## config.mk

```make
export PLATFORM = sky130hd
export DESIGN_NAME = fbus_slave_flat
export DESIGN_NICKNAME = d
export VERILOG_FILES = /design/src/fbus_pkg.sv /design/src/fbus_link.sv /design/src/fbus_slave.sv /design/src/od_range_decoder.sv /design/src/flat_wrapper.sv
export SDC_FILE = /design/constraint.sdc
export NUM_CORES = 1
export LEC_CHECK = 0
export ABC_AREA = 1
export BUFFER_PORTS_ARGS = -buffer_cell sky130_fd_sc_hd__buf_2
export CORE_ASPECT_RATIO = 1.5
export CORE_MARGIN = 2
export CORE_UTILIZATION = 52
export DETAILED_ROUTE_END_ITERATION = 8
export GPL_TIMING_DRIVEN = 0
export PLACE_DENSITY = 0.9
export SLEW_MARGIN = 10
export SYNTH_ARGS = -nofsm -noshare
export SYNTH_HDL_FRONTEND = slang
export SYNTH_SLANG_ARGS = --single-unit
```

## constraint.sdc

```tcl
create_clock -name aclk -period 3.9 [get_ports aclk]
set_input_delay 0.78 -clock aclk [delete_from_list [all_inputs] [get_ports aclk]]
set_output_delay 0.78 -clock aclk [all_outputs]
set_load 0.01 [all_outputs]
```

## src/fbus_pkg.sv

```systemverilog
package fbus_pkg;

	typedef enum logic [1:0] {ST_INIT, ST_PREOP, ST_SAFEOP, ST_OP} comm_state_type;
	typedef enum logic [2:0] {RNG_DATATYPE, RNG_COMM, RNG_RXMAP, RNG_TXMAP, RNG_MFR, RNG_PROFILE,
		RNG_RESERVED} od_range_type;

	// Dictionary index ranges
	localparam logic [15:0] COMM_LO     = 16'h1000;
	localparam logic [15:0] COMM_HI     = 16'h1FFF;
	localparam logic [15:0] RXMAP_LO    = 16'h1600;
	localparam logic [15:0] RXMAP_HI    = 16'h17FF;
	localparam logic [15:0] TXMAP_LO    = 16'h1A00;
	localparam logic [15:0] TXMAP_HI    = 16'h1BFF;
	localparam logic [15:0] MFR_LO      = 16'h2000;
	localparam logic [15:0] MFR_HI      = 16'h5FFF;
	localparam logic [15:0] PROFILE_LO  = 16'h6000;
	localparam logic [15:0] PROFILE_HI  = 16'h9FFF;
	localparam logic [15:0] RESERVED_LO = 16'hA000;

	// Object indices
	localparam logic [15:0] IDX_DEVICE_TYPE = 16'h1000;
	localparam logic [15:0] IDX_ERROR_FLAGS = 16'h1001;
	localparam logic [15:0] IDX_CTRL_MODE   = 16'h2000;
	localparam logic [15:0] IDX_WR_SAVE     = 16'h2005;
	localparam logic [15:0] IDX_ALIAS       = 16'h2008;
	localparam logic [15:0] IDX_MODE_SEL    = 16'h6060;

	// Values after reset
	localparam logic [15:0] CTRL_MODE_RST = 16'h0001;
	localparam logic [15:0] WR_SAVE_RST   = 16'h0000;
	localparam logic [15:0] ALIAS_RST     = 16'h0000;
	localparam logic [7:0]  MODE_SEL_RST  = 8'h08;
	localparam logic [3:0]  CTRL_MODE_BUS = 4'h1;

	// Field positions
	localparam int DIGIT_X_LSB = 0;
	localparam int DIGIT_Y_LSB = 4;
	localparam int ERR_GENERAL = 0;
	localparam int ERR_COMM    = 4;
	localparam int ERR_RSVD    = 6;

	// Operating mode codes
	localparam logic [7:0] MODE_PP  = 8'h01;
	localparam logic [7:0] MODE_PV  = 8'h03;
	localparam logic [7:0] MODE_PT  = 8'h04;
	localparam logic [7:0] MODE_HM  = 8'h06;
	localparam logic [7:0] MODE_CSP = 8'h08;
	localparam logic [7:0] MODE_CSV = 8'h09;
	localparam logic [7:0] MODE_CST = 8'h0A;

	// Controller register offsets
	localparam logic [7:0] OFS_STATE_REQ = 8'h00;
	localparam logic [7:0] OFS_STATUS    = 8'h04;
	localparam logic [7:0] OFS_CFG       = 8'h08;
	localparam logic [7:0] OFS_SDO_CMD   = 8'h0C;
	localparam logic [7:0] OFS_SDO_WDATA = 8'h10;
	localparam logic [7:0] OFS_SDO_RDATA = 8'h14;
	localparam logic [7:0] OFS_RPDO      = 8'h18;
	localparam logic [7:0] OFS_TPDO      = 8'h1C;
	localparam logic [7:0] OFS_STATION   = 8'h20;
	localparam logic [15:0] AUTO_ADDR_BASE = 16'h0001;
	localparam logic [5:0]  CFG_RST        = 6'h20;

endpackage

```

## src/fbus_link.sv

```systemverilog
`timescale 1ns/1ps
`default_nettype none
interface fbus_link
	import fbus_pkg::*;
(
	input wire logic aclk,
	input wire logic aresetn
);
	logic           st_req_valid;
	comm_state_type st_req;
	logic           st_req_ready;
	comm_state_type cur_state;
	logic           st_refused;
	logic           sdo_valid;
	logic           sdo_write;
	logic [15:0]    sdo_index;
	logic [31:0]    sdo_wdata;
	logic           sdo_ready;
	logic           sdo_resp_valid;
	logic [31:0]    sdo_rdata;
	logic           sdo_abort;
	logic           rpdo_valid;
	logic [31:0]    rpdo_data;
	logic           tpdo_valid;
	logic [31:0]    tpdo_data;
	logic [15:0]    chip_alias;

	modport device (
		input  aclk, aresetn, st_req_valid, st_req, sdo_valid, sdo_write, sdo_index, sdo_wdata,
		       rpdo_valid, rpdo_data,
		output st_req_ready, cur_state, st_refused, sdo_ready, sdo_resp_valid, sdo_rdata,
		       sdo_abort, tpdo_valid, tpdo_data, chip_alias
	);
	modport master (
		input  aclk, aresetn, st_req_ready, cur_state, st_refused, sdo_ready, sdo_resp_valid,
		       sdo_rdata, sdo_abort, tpdo_valid, tpdo_data, chip_alias,
		output st_req_valid, st_req, sdo_valid, sdo_write, sdo_index, sdo_wdata, rpdo_valid,
		       rpdo_data
	);
endinterface
`default_nettype wire

```

## src/fbus_slave.sv

```systemverilog
`timescale 1ns/1ps
`default_nettype none
// Notes on behaviour
// - Decode dictionary indices by range
// - Device type: profile low, info high
// - Eight-bit error register, fixed bit meanings
// - Alias read-write, immediate, never process data
// - Master copies chip alias into station address
// - Master auto-numbers slaves along the chain
// - Digit X gates writes, Y gates saving
// - Values survive restart only when saved
// - Power up in bus control mode
// - Four communication states shared with master
// - Upward moves pass every state
// - Downward moves may skip states; master refuses Operational to Init
// - Init allows no application traffic
// - Master configures address, mailbox, clocks first
// - Pre-operational: mailbox only, no process data
// - Master sets mapping and channels first
// - Safe-operational: inputs sent, outputs ignored
// - Master sends valid outputs before Operational
// - Operational: both directions plus mailbox
// - Process data cyclic, mailbox reaches all
// - Seven drive operating modes supported
// - Receive and transmit mapping index ranges
module fbus_slave
	import fbus_pkg::*;
(
	fbus_link.device         link,
	input  wire logic [15:0] device_profile,
	input  wire logic [15:0] profile_info,
	input  wire logic [7:0]  fault_flags,
	input  wire logic        save_req,
	input  wire logic        restart_req,
	input  wire logic [31:0] tpdo_in,
	input  wire logic        tpdo_in_valid,
	output logic [31:0]      rpdo_out,
	output logic             rpdo_out_valid,
	output logic [7:0]       op_mode,
	output logic             bus_control,
	output logic [15:0]      station_alias,
	output comm_state_type   comm_state
);
	comm_state_type state_reg;
	logic           refused_reg;
	logic           comm_err_reg;
	logic [15:0]    ctrl_mode_reg;
	logic [15:0]    wr_save_reg;
	logic [15:0]    alias_reg;
	logic [7:0]     mode_sel_reg;
	logic           nv_valid_reg;
	logic [15:0]    nv_ctrl_reg;
	logic [15:0]    nv_wr_save_reg;
	logic [15:0]    nv_alias_reg;
	logic [7:0]     nv_mode_reg;
	logic           resp_valid_reg;
	logic [31:0]    rdata_reg;
	logic           abort_reg;
	logic [31:0]    tpdo_reg;
	logic           tpdo_valid_reg;
	logic [31:0]    rpdo_reg;
	logic           rpdo_valid_reg;
	od_range_type   range;
	logic           sdo_take;
	logic           up_step;
	logic           down_step;
	logic           req_ok;
	logic           writes_on;
	logic           wr_ok;
	logic [7:0]     error_flags;
	logic [31:0]    rd_next;
	logic           known;
	logic           mode_ok;

	od_range_decoder decoder (
		.index (link.sdo_index),
		.range (range)
	);

	////////////////////////////////////////////////////////////////////////////////
	// Communication state machine

	assign up_step = 2'(link.st_req) == 2'(2'(state_reg) + 2'd1);
	assign down_step = 2'(link.st_req) <= 2'(state_reg);
	assign req_ok = up_step || down_step;
	assign link.st_req_ready = 1'b1;

	always_ff @(posedge link.aclk) begin
		if (!link.aresetn || restart_req) begin
			state_reg <= ST_INIT;
		end else if (link.st_req_valid && req_ok) begin
			state_reg <= link.st_req;
		end
	end

	always_ff @(posedge link.aclk) begin
		if (!link.aresetn) begin
			refused_reg <= 1'b0;
			comm_err_reg <= 1'b0;
		end else if (link.st_req_valid) begin
			refused_reg <= !req_ok;
			comm_err_reg <= !req_ok;
		end
	end

	assign link.cur_state = state_reg;
	assign link.st_refused = refused_reg;
	assign comm_state = state_reg;

	////////////////////////////////////////////////////////////////////////////////
	// Parameter objects and nonvolatile store

	assign writes_on = wr_save_reg[DIGIT_X_LSB +: 4] == 4'h0;
	assign mode_ok = link.sdo_wdata[7:0] inside {MODE_PP, MODE_PV, MODE_PT, MODE_HM, MODE_CSP,
		MODE_CSV, MODE_CST};
	assign sdo_take = link.sdo_valid && !resp_valid_reg && state_reg != ST_INIT;
	assign wr_ok = sdo_take && link.sdo_write && (writes_on || link.sdo_index == IDX_WR_SAVE);

	always_ff @(posedge link.aclk) begin
		if (!link.aresetn || (restart_req && !nv_valid_reg)) begin
			ctrl_mode_reg <= CTRL_MODE_RST;
			wr_save_reg <= WR_SAVE_RST;
			alias_reg <= ALIAS_RST;
			mode_sel_reg <= MODE_SEL_RST;
		end else if (restart_req) begin
			ctrl_mode_reg <= nv_ctrl_reg;
			wr_save_reg <= nv_wr_save_reg;
			alias_reg <= nv_alias_reg;
			mode_sel_reg <= nv_mode_reg;
		end else if (wr_ok) begin
			case (link.sdo_index)
				IDX_CTRL_MODE: begin
					ctrl_mode_reg <= link.sdo_wdata[15:0];
				end
				IDX_WR_SAVE: begin
					wr_save_reg <= link.sdo_wdata[15:0];
				end
				IDX_ALIAS: begin
					alias_reg <= link.sdo_wdata[15:0];
				end
				IDX_MODE_SEL: begin
					if (mode_ok) begin
						mode_sel_reg <= link.sdo_wdata[7:0];
					end
				end
				default: begin
				end
			endcase
		end
	end

	always_ff @(posedge link.aclk) begin
		if (!link.aresetn) begin
			nv_valid_reg <= 1'b0;
			nv_ctrl_reg <= CTRL_MODE_RST;
			nv_wr_save_reg <= WR_SAVE_RST;
			nv_alias_reg <= ALIAS_RST;
			nv_mode_reg <= MODE_SEL_RST;
		end else if (save_req && wr_save_reg[DIGIT_Y_LSB +: 4] == 4'h0) begin
			nv_valid_reg <= 1'b1;
			nv_ctrl_reg <= ctrl_mode_reg;
			nv_wr_save_reg <= wr_save_reg;
			nv_alias_reg <= alias_reg;
			nv_mode_reg <= mode_sel_reg;
		end
	end

	assign bus_control = ctrl_mode_reg[DIGIT_X_LSB +: 4] == CTRL_MODE_BUS;
	assign op_mode = mode_sel_reg;
	assign station_alias = alias_reg;
	assign link.chip_alias = alias_reg;

	////////////////////////////////////////////////////////////////////////////////
	// Mailbox read path

	always_comb begin
		error_flags = fault_flags;
		error_flags[ERR_COMM] = fault_flags[ERR_COMM] | comm_err_reg;
		error_flags[ERR_RSVD] = 1'b0;
		error_flags[ERR_GENERAL] = |error_flags;
	end

	always_comb begin
		rd_next = 32'h0000_0000;
		known = 1'b1;
		case (link.sdo_index)
			IDX_DEVICE_TYPE: begin
				rd_next = {profile_info, device_profile};
			end
			IDX_ERROR_FLAGS: begin
				rd_next = {24'h00_0000, error_flags};
			end
			IDX_CTRL_MODE: begin
				rd_next = {16'h0000, ctrl_mode_reg};
			end
			IDX_WR_SAVE: begin
				rd_next = {16'h0000, wr_save_reg};
			end
			IDX_ALIAS: begin
				rd_next = {16'h0000, alias_reg};
			end
			IDX_MODE_SEL: begin
				rd_next = {24'h00_0000, mode_sel_reg};
			end
			default: begin
				known = range == RNG_RXMAP || range == RNG_TXMAP;
			end
		endcase
		if (range == RNG_RESERVED) begin
			known = 1'b0;
		end
	end

	always_ff @(posedge link.aclk) begin
		if (!link.aresetn) begin
			resp_valid_reg <= 1'b0;
			rdata_reg <= 32'h0000_0000;
			abort_reg <= 1'b0;
		end else begin
			resp_valid_reg <= sdo_take;
			if (sdo_take) begin
				rdata_reg <= rd_next;
				abort_reg <= !known || (link.sdo_write && (!wr_ok || range == RNG_COMM));
			end
		end
	end

	assign link.sdo_ready = !resp_valid_reg && state_reg != ST_INIT;
	assign link.sdo_resp_valid = resp_valid_reg;
	assign link.sdo_rdata = rdata_reg;
	assign link.sdo_abort = abort_reg;

	////////////////////////////////////////////////////////////////////////////////
	// Process data

	always_ff @(posedge link.aclk) begin
		if (!link.aresetn) begin
			tpdo_reg <= 32'h0000_0000;
			tpdo_valid_reg <= 1'b0;
		end else begin
			tpdo_valid_reg <= tpdo_in_valid && (state_reg == ST_SAFEOP || state_reg == ST_OP);
			if (tpdo_in_valid) begin
				tpdo_reg <= tpdo_in;
			end
		end
	end

	// outputs acted on only in Op
	always_ff @(posedge link.aclk) begin
		if (!link.aresetn) begin
			rpdo_reg <= 32'h0000_0000;
			rpdo_valid_reg <= 1'b0;
		end else begin
			rpdo_valid_reg <= link.rpdo_valid && state_reg == ST_OP;
			if (link.rpdo_valid && state_reg == ST_OP) begin
				rpdo_reg <= link.rpdo_data;
			end
		end
	end

	assign link.tpdo_valid = tpdo_valid_reg;
	assign link.tpdo_data = tpdo_reg;
	assign rpdo_out = rpdo_reg;
	assign rpdo_out_valid = rpdo_valid_reg;
endmodule
`default_nettype wire

```

## src/od_range_decoder.sv

```systemverilog
`timescale 1ns/1ps
`default_nettype none
module od_range_decoder
	import fbus_pkg::*;
(
	input  wire logic [15:0] index,
	output od_range_type     range
);
	always_comb begin
		if (index >= RESERVED_LO) begin
			range = RNG_RESERVED;
		end else if (index >= PROFILE_LO) begin
			range = RNG_PROFILE;
		end else if (index >= MFR_LO) begin
			range = RNG_MFR;
		end else if (index >= RXMAP_LO && index <= RXMAP_HI) begin
			range = RNG_RXMAP;
		end else if (index >= TXMAP_LO && index <= TXMAP_HI) begin
			range = RNG_TXMAP;
		end else if (index >= COMM_LO) begin
			range = RNG_COMM;
		end else begin
			range = RNG_DATATYPE;
		end
	end
endmodule
`default_nettype wire

```

## src/flat_wrapper.sv

```systemverilog
// flat-port wrapper written by rule: the top's interface ports become plain ports
module fbus_slave_flat import fbus_pkg::*;
  (device_profile, profile_info, fault_flags, save_req, restart_req, tpdo_in, tpdo_in_valid, rpdo_out, rpdo_out_valid, op_mode, bus_control, station_alias, comm_state, aclk, aresetn, link_st_req_valid, link_st_req, link_sdo_valid, link_sdo_write, link_sdo_index, link_sdo_wdata, link_rpdo_valid, link_rpdo_data, link_st_req_ready, link_cur_state, link_st_refused, link_sdo_ready, link_sdo_resp_valid, link_sdo_rdata, link_sdo_abort, link_tpdo_valid, link_tpdo_data, link_chip_alias);
  fbus_link link_i (.aclk(aclk), .aresetn(aresetn));
  input  wire logic [15:0] device_profile;
  input  wire logic [15:0] profile_info;
  input  wire logic [7:0] fault_flags;
  input  wire logic save_req;
  input  wire logic restart_req;
  input  wire logic [31:0] tpdo_in;
  input  wire logic tpdo_in_valid;
  output logic [31:0] rpdo_out;
  output logic rpdo_out_valid;
  output logic [7:0] op_mode;
  output logic bus_control;
  output logic [15:0] station_alias;
  output comm_state_type comm_state;
  input wire logic aclk;
  input wire logic aresetn;
  input wire logic [$bits(link_i.st_req_valid)-1:0] link_st_req_valid;
  input wire logic [$bits(link_i.st_req)-1:0] link_st_req;
  input wire logic [$bits(link_i.sdo_valid)-1:0] link_sdo_valid;
  input wire logic [$bits(link_i.sdo_write)-1:0] link_sdo_write;
  input wire logic [$bits(link_i.sdo_index)-1:0] link_sdo_index;
  input wire logic [$bits(link_i.sdo_wdata)-1:0] link_sdo_wdata;
  input wire logic [$bits(link_i.rpdo_valid)-1:0] link_rpdo_valid;
  input wire logic [$bits(link_i.rpdo_data)-1:0] link_rpdo_data;
  output wire logic [$bits(link_i.st_req_ready)-1:0] link_st_req_ready;
  output wire logic [$bits(link_i.cur_state)-1:0] link_cur_state;
  output wire logic [$bits(link_i.st_refused)-1:0] link_st_refused;
  output wire logic [$bits(link_i.sdo_ready)-1:0] link_sdo_ready;
  output wire logic [$bits(link_i.sdo_resp_valid)-1:0] link_sdo_resp_valid;
  output wire logic [$bits(link_i.sdo_rdata)-1:0] link_sdo_rdata;
  output wire logic [$bits(link_i.sdo_abort)-1:0] link_sdo_abort;
  output wire logic [$bits(link_i.tpdo_valid)-1:0] link_tpdo_valid;
  output wire logic [$bits(link_i.tpdo_data)-1:0] link_tpdo_data;
  output wire logic [$bits(link_i.chip_alias)-1:0] link_chip_alias;
  assign link_i.st_req_valid = link_st_req_valid;
  assign link_i.st_req = link_st_req;
  assign link_i.sdo_valid = link_sdo_valid;
  assign link_i.sdo_write = link_sdo_write;
  assign link_i.sdo_index = link_sdo_index;
  assign link_i.sdo_wdata = link_sdo_wdata;
  assign link_i.rpdo_valid = link_rpdo_valid;
  assign link_i.rpdo_data = link_rpdo_data;
  assign link_st_req_ready = link_i.st_req_ready;
  assign link_cur_state = link_i.cur_state;
  assign link_st_refused = link_i.st_refused;
  assign link_sdo_ready = link_i.sdo_ready;
  assign link_sdo_resp_valid = link_i.sdo_resp_valid;
  assign link_sdo_rdata = link_i.sdo_rdata;
  assign link_sdo_abort = link_i.sdo_abort;
  assign link_tpdo_valid = link_i.tpdo_valid;
  assign link_tpdo_data = link_i.tpdo_data;
  assign link_chip_alias = link_i.chip_alias;
  fbus_slave u_core (.link(link_i), .device_profile(device_profile), .profile_info(profile_info), .fault_flags(fault_flags), .save_req(save_req), .restart_req(restart_req), .tpdo_in(tpdo_in), .tpdo_in_valid(tpdo_in_valid), .rpdo_out(rpdo_out), .rpdo_out_valid(rpdo_out_valid), .op_mode(op_mode), .bus_control(bus_control), .station_alias(station_alias), .comm_state(comm_state));
endmodule
```

After elaboration in Yosys (flattened, before gate mapping)

Index checks and enable logic that the tools add are counted.

Input port bits: 163
Bits in registers: 216

Muxes and demuxes: 22
Reductions and logical operators: 43
$add $sub $neg: 1
Bitwise logic cells: 1
Eq/ne operators: 21
Magnitude comparators: 9

Operators with widths:

| cell                                                   | number |
|---|---|
| case mux 32 bit (6 select lines)                       | 1 |
| two-way mux 16 bit                                     | 9 |
| == test 16 x 14 -> 1 bit (second input constant)       | 3 |
| >= comparator 16 x 13 -> 1 bit (second input constant) | 3 |
| == test 16 x 13 -> 1 bit (second input constant)       | 2 |
| <= comparator 16 x 13 -> 1 bit (second input constant) | 2 |
| two-way mux 8 bit                                      | 4 |
| == test 8 x 4 -> 1 bit (second input constant)         | 3 |
| == test 16 x 15 -> 1 bit (second input constant)       | 1 |
| == test 8 x 3 -> 1 bit (second input constant)         | 2 |
| >= comparator 16 x 14 -> 1 bit (second input constant) | 1 |
| >= comparator 16 x 15 -> 1 bit (second input constant) | 1 |
| >= comparator 16 bit (second input constant)           | 1 |
| nonzero test 2 bit                                     | 7 |
| logical AND 1 bit                                      | 13 |
| two-way mux 3 bit                                      | 3 |
| == test 8 x 1 -> 1 bit (second input constant)         | 1 |
| == test 8 x 2 -> 1 bit (second input constant)         | 1 |
| zero test 4 bit                                        | 2 |
| logical OR 1 bit                                       | 8 |
| nonzero test 7 bit                                     | 1 |
| OR reduction 7 bit                                     | 1 |
| == test 3 x 2 -> 1 bit (second input constant)         | 2 |
| zero test 1 bit                                        | 6 |
| other kinds (13)                                       | 19 |

Longest topological paths before layout

Gate-level depths: netlist of the first run.

Depth after elaboration: 13
Mapped depth: 12
Mapped depth without buffers: 12

Cells and area by module

A second synthesis of the first run with hierarchy kept.

Cell total of the unflattened synthesis: 1336
Area, all modules: 9387.8 um2

By module, submodules not included:

| module           | area each (um2) | times used | cells an instance | sequential area each (um2) |
|---|---|---|---|---|
| fbus_slave       | 9280.2          | 1          | 1315              | 4324.1 |
| od_range_decoder | 107.6           | 1          | 21                | 0.0 |

Least setup slack after synthesis of the first run

OpenSTA, ideal clock, no wires.

Kind: flip-flop to flip-flop
From: register u_core.state_reg[0], in the netlist u_core.comm_state[0]
To: register u_core.alias_reg[10], in the netlist u_core.link.chip_alias[10]
Library setup time: 132 ps
Path buffers: 1
Arrival: 1814 ps
Cell stages (with the launch flop): 12
Path slack: 1953 ps
Period minus slack after synthesis: 1947 ps
Cell sequence: dfxtp_1 inv_1 ha_1 nor2_2 nand2_1 nor2_2 nand3_2 nand2_8 nand2_4 clkbuf_1 nand3_1 a21oi_1

Word-level cells in the longest chain between the ends: 6

Ends and longest elaborated chain:

| what                                 | line              | source |
|---|---|---|
| from (decl)                          | fbus_slave.sv:44  | `comm_state_type state_reg;` |
| from (signal assigned)               | fbus_slave.sv:92  | `state_reg <= link.st_req;` |
| nonzero test 2 bit                   | fbus_slave.sv:116 | `assign sdo_take = link.sdo_valid && !resp_valid_reg && state_reg != ST_INIT;` |
| logical AND 1 bit                    | fbus_slave.sv:116 |  |
| logical AND 1 bit (2 in series)      | fbus_slave.sv:117 | `assign wr_ok = sdo_take && link.sdo_write && (writes_on \|\| link.sdo_index == IDX_WR_SAVE);` |
| nonzero test 2 bit (no source line)  | -                 |  |
| AND reduction 2 bit (no source line) | -                 |  |
| to (signal assigned)                 | fbus_slave.sv:128 | `alias_reg <= nv_alias_reg;` |
| to (signal assigned)                 | fbus_slave.sv:139 | `alias_reg <= link.sdo_wdata[15:0];` |
| to (decl)                            | fbus_slave.sv:49  | `logic [15:0] alias_reg;` |

No other way between the ends.
A chain may end at the register's enable or synchronous reset.

Final worst setup path of the first run

From: register u_core.ctrl_mode_reg[0]
To: output port bus_control

Word-level cells in the longest chain between the ends: 1

Ends and longest elaborated chain:

| what                   | line               | source |
|---|---|---|
| from (decl)            | fbus_slave.sv:47   | `logic [15:0] ctrl_mode_reg;` |
| from (signal assigned) | fbus_slave.sv:126  | `ctrl_mode_reg <= nv_ctrl_reg;` |
| from (signal assigned) | fbus_slave.sv:133  | `ctrl_mode_reg <= link.sdo_wdata[15:0];` |
| == test 4 x 1 -> 1 bit | fbus_slave.sv:168  | `assign bus_control = ctrl_mode_reg[DIGIT_X_LSB +: 4] == CTRL_MODE_BUS;` |
| to (decl)              | flat_wrapper.sv:15 | `output logic bus_control;` |

No other way between the ends.

==> flow_summary.json, run 1 <==
{
  "status": "complete, no violations",
  "grt_first_pass_wirelength_mm": 50.7,
  "dr_total_vias": 10600,
  "drcViolationCount": 0,
  "synth_edf_count": 0,
  "clk_transition_reported_paths_ns": 0.06,
  "yosys_warnings": 0,
  "rsz0062_at_grt": "no",
  "synthFlopType": "sky130_fd_sc_hd__dfxtp_1",
  "drive_gt1_frac": 0.239,
  "cts_resized": 0,
  "power_density_nw_per_um2": 437,
  "sequential_to_total_area_share_from_yosys_stat": 0.463,
  "initial_utilization": 0.524,
  "rrSetupSlack_ns": 1.66,
  "tritoncts": "done",
  "globalRouteTotalUtil": 0.330,
  "post_drt_via_cell_ratio": 5.73,
  "gp_congestion": 0.995,
  "route.detailed.wl_per_inst_um": 17.9,
  "worst_clock_skew_ns": 0.0114,
  "finalCritPeriodShare": 0.619,
  "synth.top_cell.area_share": 0.463,
  "grt_antenna_before_repair": 1,
  "startpoint_of_the_most_critical_hold_path": "u_core.nv_alias_reg[4]$_SDFFE_PN0P_",
  "die_area_um2": 19100,
  "firstDrtPassIters": 6,
  "timing.final.crit_period_ns": 2.41,
  "maxCapViolCount": 0,
  "fmax_ghz": 0.414,
  "avgSynthCellArea_um2": 7.17,
  "area_growth_pct": 25.8,
  "timing.hold.worst_endpoint": "u_core.nv_alias_reg[4]$_SDFFE_PN0P_",
  "io_buffers": 292,
  "startpoint": "u_core.ctrl_mode_reg[0]$_SDFFE_PP1P_",
  "worst-path-max-fanout": 4,
  "worst_r2r_startpoint": "u_core.comm_state[0]$_SDFFE_PP0P_",
  "total_negative_slack_for_setup_checks_ns": 0,
  "cts_h_tree_depth": 1,
  "reg2regPathDepth": 11,
  "layout.cells.non_filler": 1849,
  "actual_transition_at_the_worst_max_transition_pin_ns": 0.774,
  "ys_types": 35,
  "reg2reg_to": "u_core.link.chip_alias[4]$_SDFFE_PP0P_",
  "mostFrequentLayoutCells": "307 x sky130_fd_sc_hd__buf_2, 225 x sky130_fd_sc_hd__nor2_1, 216 x sky130_fd_sc_hd__dfxtp_1, 201 x sky130_fd_sc_hd__o21ai_0, 188 x sky130_fd_sc_hd__nand2_1",
  "worstPathRequired_ns": 3.12,
  "detail-route-antenna-nets": 0,
  "drt_wl_total_mm": 33.1,
  "drt_first_iter_violations": 1210,
  "maxSlewViolCount": 0,
  "final-hold-violation-count": 0,
  "number_of_cells_on_the_worst_hold_path": 2,
  "most_frequent_standard_cell_in_the_layout_excluding_fill_and_tap_cells": "sky130_fd_sc_hd__buf_2",
  "power.static_leakage_nw": 5.46,
  "clockRootBuffer": "sky130_fd_sc_hd__clkbuf_16",
  "synth.ff_latch_count": 216,
  "clkLatencyLatePin_ns": 0.50,
  "synthArstFlopShare": 0,
  "timing.critical_path.to_type": "output port",
  "dpl.cell_count": 1811,
  "die_h_um": 168,
  "dieWidth_um": 113,
  "synth_nets": 1470,
  "worst_ep_arrival_time_ns": 1.63,
  "post_cts_setup_buffers": 0,
  "gr-total-overflow": 0,
  "post_dp_hpwl_mm": 25.0,
  "crit_type": "register to output port",
  "cts_hold_buffers": 0,
  "cts_inserted_buffers": 21,
  "hold_class": "register to register",
  "final_nets": 1785,
  "synthesized_netlist_cell_count": 1302,
  "setup_violations": 0,
  "yosys.area.top_type": "sky130_fd_sc_hd__dfxtp_1",
  "grt_start_max_net_pins": 15,
  "relSlewSlack": 0.482,
  "floorplan.rows": 60,
  "core-area_um2": 17800,
  "peakVddDrop_uv": 395,
  "pin_count": 311,
  "first_global_vias": 9680,
  "ctsLongestPathBuffers": 3,
  "synthesis.area_um2": 9330,
  "synth_top_cells_by_area": "sky130_fd_sc_hd__dfxtp_1 46%, sky130_fd_sc_hd__o21ai_0 11%, sky130_fd_sc_hd__nor2_1 9.1%",
  "setup.worst_path.start_class": "register",
  "cts.sinks": 216
}
worst max-delay path, cell delays in order (launching register included):
cell                      delay, ns
sky130_fd_sc_hd__dfxtp_1       0.31
sky130_fd_sc_hd__inv_1         0.10
sky130_fd_sc_hd__nor4_1        0.49
sky130_fd_sc_hd__buf_2         0.23
kinds of logic (layout without fill, tap and decap cells):
logic type	after synthesis	in the layout	synth area share
AO/OA/AOI/OAI	333	333	0.181
flip-flops	216	216	0.463
AND/OR/NAND/NOR	551	551	0.258
other	1	2	0.000402
adder cells (fa/ha/maj)	5	5	0.00671
buffers and inverters	196	525	0.0905
cell usage after synthesis (5+ instances only):
master,count
sky130_fd_sc_hd__a31oi_1,5
sky130_fd_sc_hd__dfxtp_1,216
sky130_fd_sc_hd__buf_2,15
sky130_fd_sc_hd__a21oi_1,117
sky130_fd_sc_hd__nand3b_1,7
sky130_fd_sc_hd__nand2_4,5
sky130_fd_sc_hd__buf_1,9
sky130_fd_sc_hd__inv_1,98
sky130_fd_sc_hd__o21ai_0,201
sky130_fd_sc_hd__nand2_1,188
sky130_fd_sc_hd__nand4_1,18
sky130_fd_sc_hd__nand3_1,81
sky130_fd_sc_hd__ha_1,5
sky130_fd_sc_hd__buf_4,20
sky130_fd_sc_hd__nor2_2,7
sky130_fd_sc_hd__clkbuf_1,48
sky130_fd_sc_hd__nor2_1,225
metal layers:
layer	track usage	wire (µm)	up-vias
met1	0.366	11500	4810
met3	0.0608	3150	178
met5	0	0	-
met4	0.192	2350	0
met2	0.584	16100	739
li1	-	-	4869
area by class of cell:
| cell class | count | area [µm²] |
|---|---|---|
| Clock buffer | 32 | 617 |
| Clock inverter | 5 | 55.1 |
| Sequential cell | 216 | 4320 |
| Timing Repair Buffer | 292 | 1460 |
| Antenna cell | 1 | 2.50 |
| Buffer | 94 | 462 |
| Fill cell | 1536 | 6050 |
| Inverter | 102 | 383 |
| Tap cell | 217 | 272 |
| Multi-Input combinational cell | 890 | 4160 |
how the worst max path moves through the flow:
| stage | to | slack [ns] | cells past startpoint |
|---|---|---|---|
| final | bus_control | 1.49 | 3 |
| after global placement | u_core.wr_save_reg[11]$_SDFFE_PP0P_ | 1.35 | 9 |
| after floorplan | u_core.link.chip_alias[10]$_SDFFE_PP0P_ | 1.95 | 11 |
| after CTS | bus_control | 1.48 | 3 |
| after global routing | bus_control | 1.42 | 3 |
| after detailed placement | u_core.wr_save_reg[11]$_SDFFE_PP0P_ | 1.36 | 9 |
through the flow:
stage          area (µm²)  hold slack, ns   util  worst slack, ns  power (W)
3_3_place_gp        11100           0.433  0.622             1.35    0.00311
5_1_grt             11700           0.470  0.660             1.42    0.00528
2_1_floorplan        9330           0.425      -             1.95    0.00282
6_report            11700           0.449  0.660             1.49    0.00512
4_1_cts             11700           0.451  0.660             1.48    0.00510
3_5_place_dp        11100           0.442  0.622             1.36    0.00313
power by group:
| part | internal [W] | leakage, nW | switching [W] |
|---|---|---|---|
| combinational | 0.000246 | 3.36 | 0.000436 |
| clock | 0.00116 | 0.324 | 0.000863 |
| sequential | 0.00234 | 1.77 | 0.0000854 |
(Power assumes the default switching activity.)
==> run 2, diff against run 1 <==
--- a/config.mk
+++ b/config.mk
@@ -9,10 +9,10 @@
 export BUFFER_PORTS_ARGS = -buffer_cell sky130_fd_sc_hd__buf_2
 export CORE_ASPECT_RATIO = 1.5
 export CORE_MARGIN = 2
-export CORE_UTILIZATION = 52
+export CORE_UTILIZATION = 51
 export DETAILED_ROUTE_END_ITERATION = 8
 export GPL_TIMING_DRIVEN = 0
-export PLACE_DENSITY = 0.9
+export PLACE_DENSITY = 0.89
 export SLEW_MARGIN = 10
 export SYNTH_ARGS = -nofsm -noshare
 export SYNTH_HDL_FRONTEND = slang
==> constraint.sdc (replaced) <==
create_clock -name aclk -period 2.5 [get_ports aclk]
set_input_delay 0.5 -clock aclk [delete_from_list [all_inputs] [get_ports aclk]]
set_output_delay 0.5 -clock aclk [all_outputs]
set_load 0.01 [all_outputs]
==> flow_summary.json, run 2 (synthesis results as in run 1) <==
{
  "p_seq_frac": 0.468,
  "actual_transition_at_the_worst_max_transition_pin_ns": 0.772,
  "reg2reg_to": "u_core.wr_save_reg[13]$_SDFFE_PP0P_",
  "initial_utilization": 0.520,
  "dr_total_vias": 10600,
  "ctsLongestPathBuffers": 3,
  "post-layout-total-power_w": 0.00807,
  "first_global_vias": 9749,
  "hold_class": "input pin to register",
  "power_density_nw_per_um2": 686,
  "area_growth_pct": 26.0,
  "netSwitchingPower_w": 0.00219,
  "cts_h_tree_depth": 1,
  "core-area_um2": 17900,
  "path_common_cell": "sky130_fd_sc_hd__nand2_1",
  "rrSetupSlack_ns": 0.27,
  "die_area_um2": 19400,
  "total_negative_slack_for_setup_checks_ns": 0,
  "finalCritPeriodShare": 0.894,
  "detail-route-antenna-nets": 0,
  "die_h_um": 170,
  "most_frequent_standard_cell_in_the_layout_excluding_fill_and_tap_cells": "sky130_fd_sc_hd__buf_2",
  "multiInputGateArea_um2": 4160,
  "setup.worst_path.start_class": "register",
  "holdWs_ns": 0.231,
  "number_of_cells_on_the_worst_hold_path": 3,
  "post_drt_via_cell_ratio": 5.72,
  "pwr-share-clk": 0.398,
  "final_nets": 1785,
  "worst_clock_skew_ns": 0.0228,
  "drive_gt1_frac": 0.240,
  "critical_path.top_delay_family": "simple AND/OR/NAND/NOR gates",
  "clkLatencyLatePin_ns": 0.51,
  "route.detailed.wl_per_inst_um": 18.5,
  "post_dp_hpwl_mm": 25.2,
  "floorplan.rows": 60,
  "post_cts_setup_buffers": 0,
  "seq_area_um2": 4320,
  "reg2regPathDepth": 11,
  "crit_chain": "inv_1 -> ha_1 -> nor2_2 -> nand2_1 -> nor2_2 -> nand3_4 -> nand2_1 -> inv_1 -> clkbuf_1 -> nand2_1 -> a21oi_1",
  "timing.critical_path.buf_inv": 3,
  "relSlewSlack": 0.484,
  "cts.sinks": 216,
  "cts_hold_buffers": 0,
  "timing.critical_path.to_type": "register",
  "worst-path-max-fanout": 10,
  "cts_inserted_buffers": 21,
  "maxSlewViolCount": 0,
  "peakVddDrop_uv": 450,
  "pin_count": 311,
  "clockRootBuffer": "sky130_fd_sc_hd__clkbuf_16",
  "firstDrtPassIters": 6,
  "power.static_leakage_nw": 5.47,
  "comb_power_share": 0.134,
  "crit_type": "register to register",
  "startpoint_of_the_most_critical_hold_path": "tpdo_in[16]",
  "gr-total-overflow": 0,
  "timing.final.crit_period_ns": 2.23,
  "maxCapViolCount": 0,
  "grt_antenna_before_repair": 4,
  "mostFrequentLayoutCells": "307 x sky130_fd_sc_hd__buf_2, 225 x sky130_fd_sc_hd__nor2_1, 216 x sky130_fd_sc_hd__dfxtp_1, 201 x sky130_fd_sc_hd__o21ai_0, 188 x sky130_fd_sc_hd__nand2_1",
  "gp_congestion": 0.963,
  "status": "complete, no violations",
  "switching_share": 0.272,
  "setup_violations": 0,
  "tritoncts": "done",
  "worstPathRequired_ns": 2.86,
  "timing.hold.worst_endpoint": "u_core.link.tpdo_data[16]$_SDFFE_PN0P_",
  "grt_first_pass_wirelength_mm": 51.3,
  "drt_wl_total_mm": 34.2,
  "slowest_stage_cell_cp": "sky130_fd_sc_hd__dfxtp_1",
  "max_stage_delay_ns": 0.42,
  "drt_first_iter_violations": 1140,
  "globalRouteTotalUtil": 0.336,
  "internal_power_w": 0.00588,
  "grt_start_max_net_pins": 16,
  "worst_r2r_startpoint": "u_core.comm_state[0]$_SDFFE_PP0P_",
  "worst_ep_arrival_time_ns": 2.60,
  "clk_transition_reported_paths_ns": 0.07,
  "cts_resized": 0,
  "n_fill_cell": 1531,
  "fmax_ghz": 0.448,
  "dieWidth_um": 114,
  "io_buffers": 292,
  "rsz0062_at_grt": "no",
  "drcViolationCount": 0,
  "final-hold-violation-count": 0
}
[run 2: changes by cell type in the layout (fill, tap and decap cells not counted)]
cell / delta
sky130_fd_sc_hd__inv_6: +1
sky130_fd_sc_hd__diode_2: +3
sky130_fd_sc_hd__clkinvlp_4: -1
sky130_fd_sc_hd__clkbuf_1: -2
sky130_fd_sc_hd__bufinv_16: +1
sky130_fd_sc_hd__clkbuf_8: -2
sky130_fd_sc_hd__clkinv_2: +3
[run 2: through the flow]
step                      utilization  setup WS [ns]  instances  instance area, µm²
after global placement          0.617          0.245       1811               11100
after detailed placement        0.617          0.163       1811               11100
final                           0.655          0.265       1852               11800
after floorplan                     -          0.553       1302                9330
after global routing            0.655          0.145       1851               11800
after CTS                       0.655          0.297       1848               11700
[run 2: worst max path at each step]
stage                                           start                                 endpoint  slack [ns]  cells past startpoint
floorplan           u_core.comm_state[0]$_SDFFE_PP0P_  u_core.link.chip_alias[10]$_SDFFE_PP0P_        0.55                     11
global placement                              aresetn       u_core.wr_save_reg[9]$_SDFFE_PP0P_        0.24                      9
detailed placement                            aresetn   u_core.link.chip_alias[3]$_SDFFE_PP0P_        0.16                      9
CTS                 u_core.comm_state[0]$_SDFFE_PP0P_  u_core.link.chip_alias[11]$_SDFFE_PP0P_        0.30                     11
global route        u_core.comm_state[0]$_SDFFE_PP0P_  u_core.link.chip_alias[14]$_SDFFE_PP0P_        0.14                     11
finish              u_core.comm_state[0]$_SDFFE_PP0P_      u_core.wr_save_reg[13]$_SDFFE_PP0P_        0.27                     11
[run 2: worst min-delay path, cell delays in order]
cell and delay (ns):
sky130_fd_sc_hd__buf_2 0.08, sky130_fd_sc_hd__nor2_1 0.04, sky130_fd_sc_hd__nor2_1 0.08
[run 2: power groups by stage]
| stage | clock network (W) | logic (W) | registers, W |
|---|---|---|---|
| 2_1_floorplan | 0 | 0.000550 | 0.00385 |
| 3_3_place_gp | 0 | 0.00102 | 0.00384 |
| 3_5_place_dp | 0 | 0.00104 | 0.00384 |
| 4_1_cts | 0.00319 | 0.00105 | 0.00377 |
| 5_1_grt | 0.00334 | 0.00118 | 0.00379 |
| 6_report | 0.00321 | 0.00108 | 0.00378 |
[run 2: routing by layer]
metal	track usage	routed length, µm	vias up
met2	0.593	16900	689
met5	0	13	-
met4	0.200	2190	2
li1	-	-	4883
met3	0.0736	3410	179
met1	0.361	11800	4849
[run 2: area by class of cell]
cell class / instances / share of cell area
antenna: 4 / 0.000851
multi-input combinational: 890 / 0.354
buffer: 94 / 0.0393
clock buffer: 28 / 0.0495
sequential: 216 / 0.368
timing repair buffer: 292 / 0.124
tap: 217 / 0.0231
clock inverter: 9 / 0.00862
inverter: 102 / 0.0326
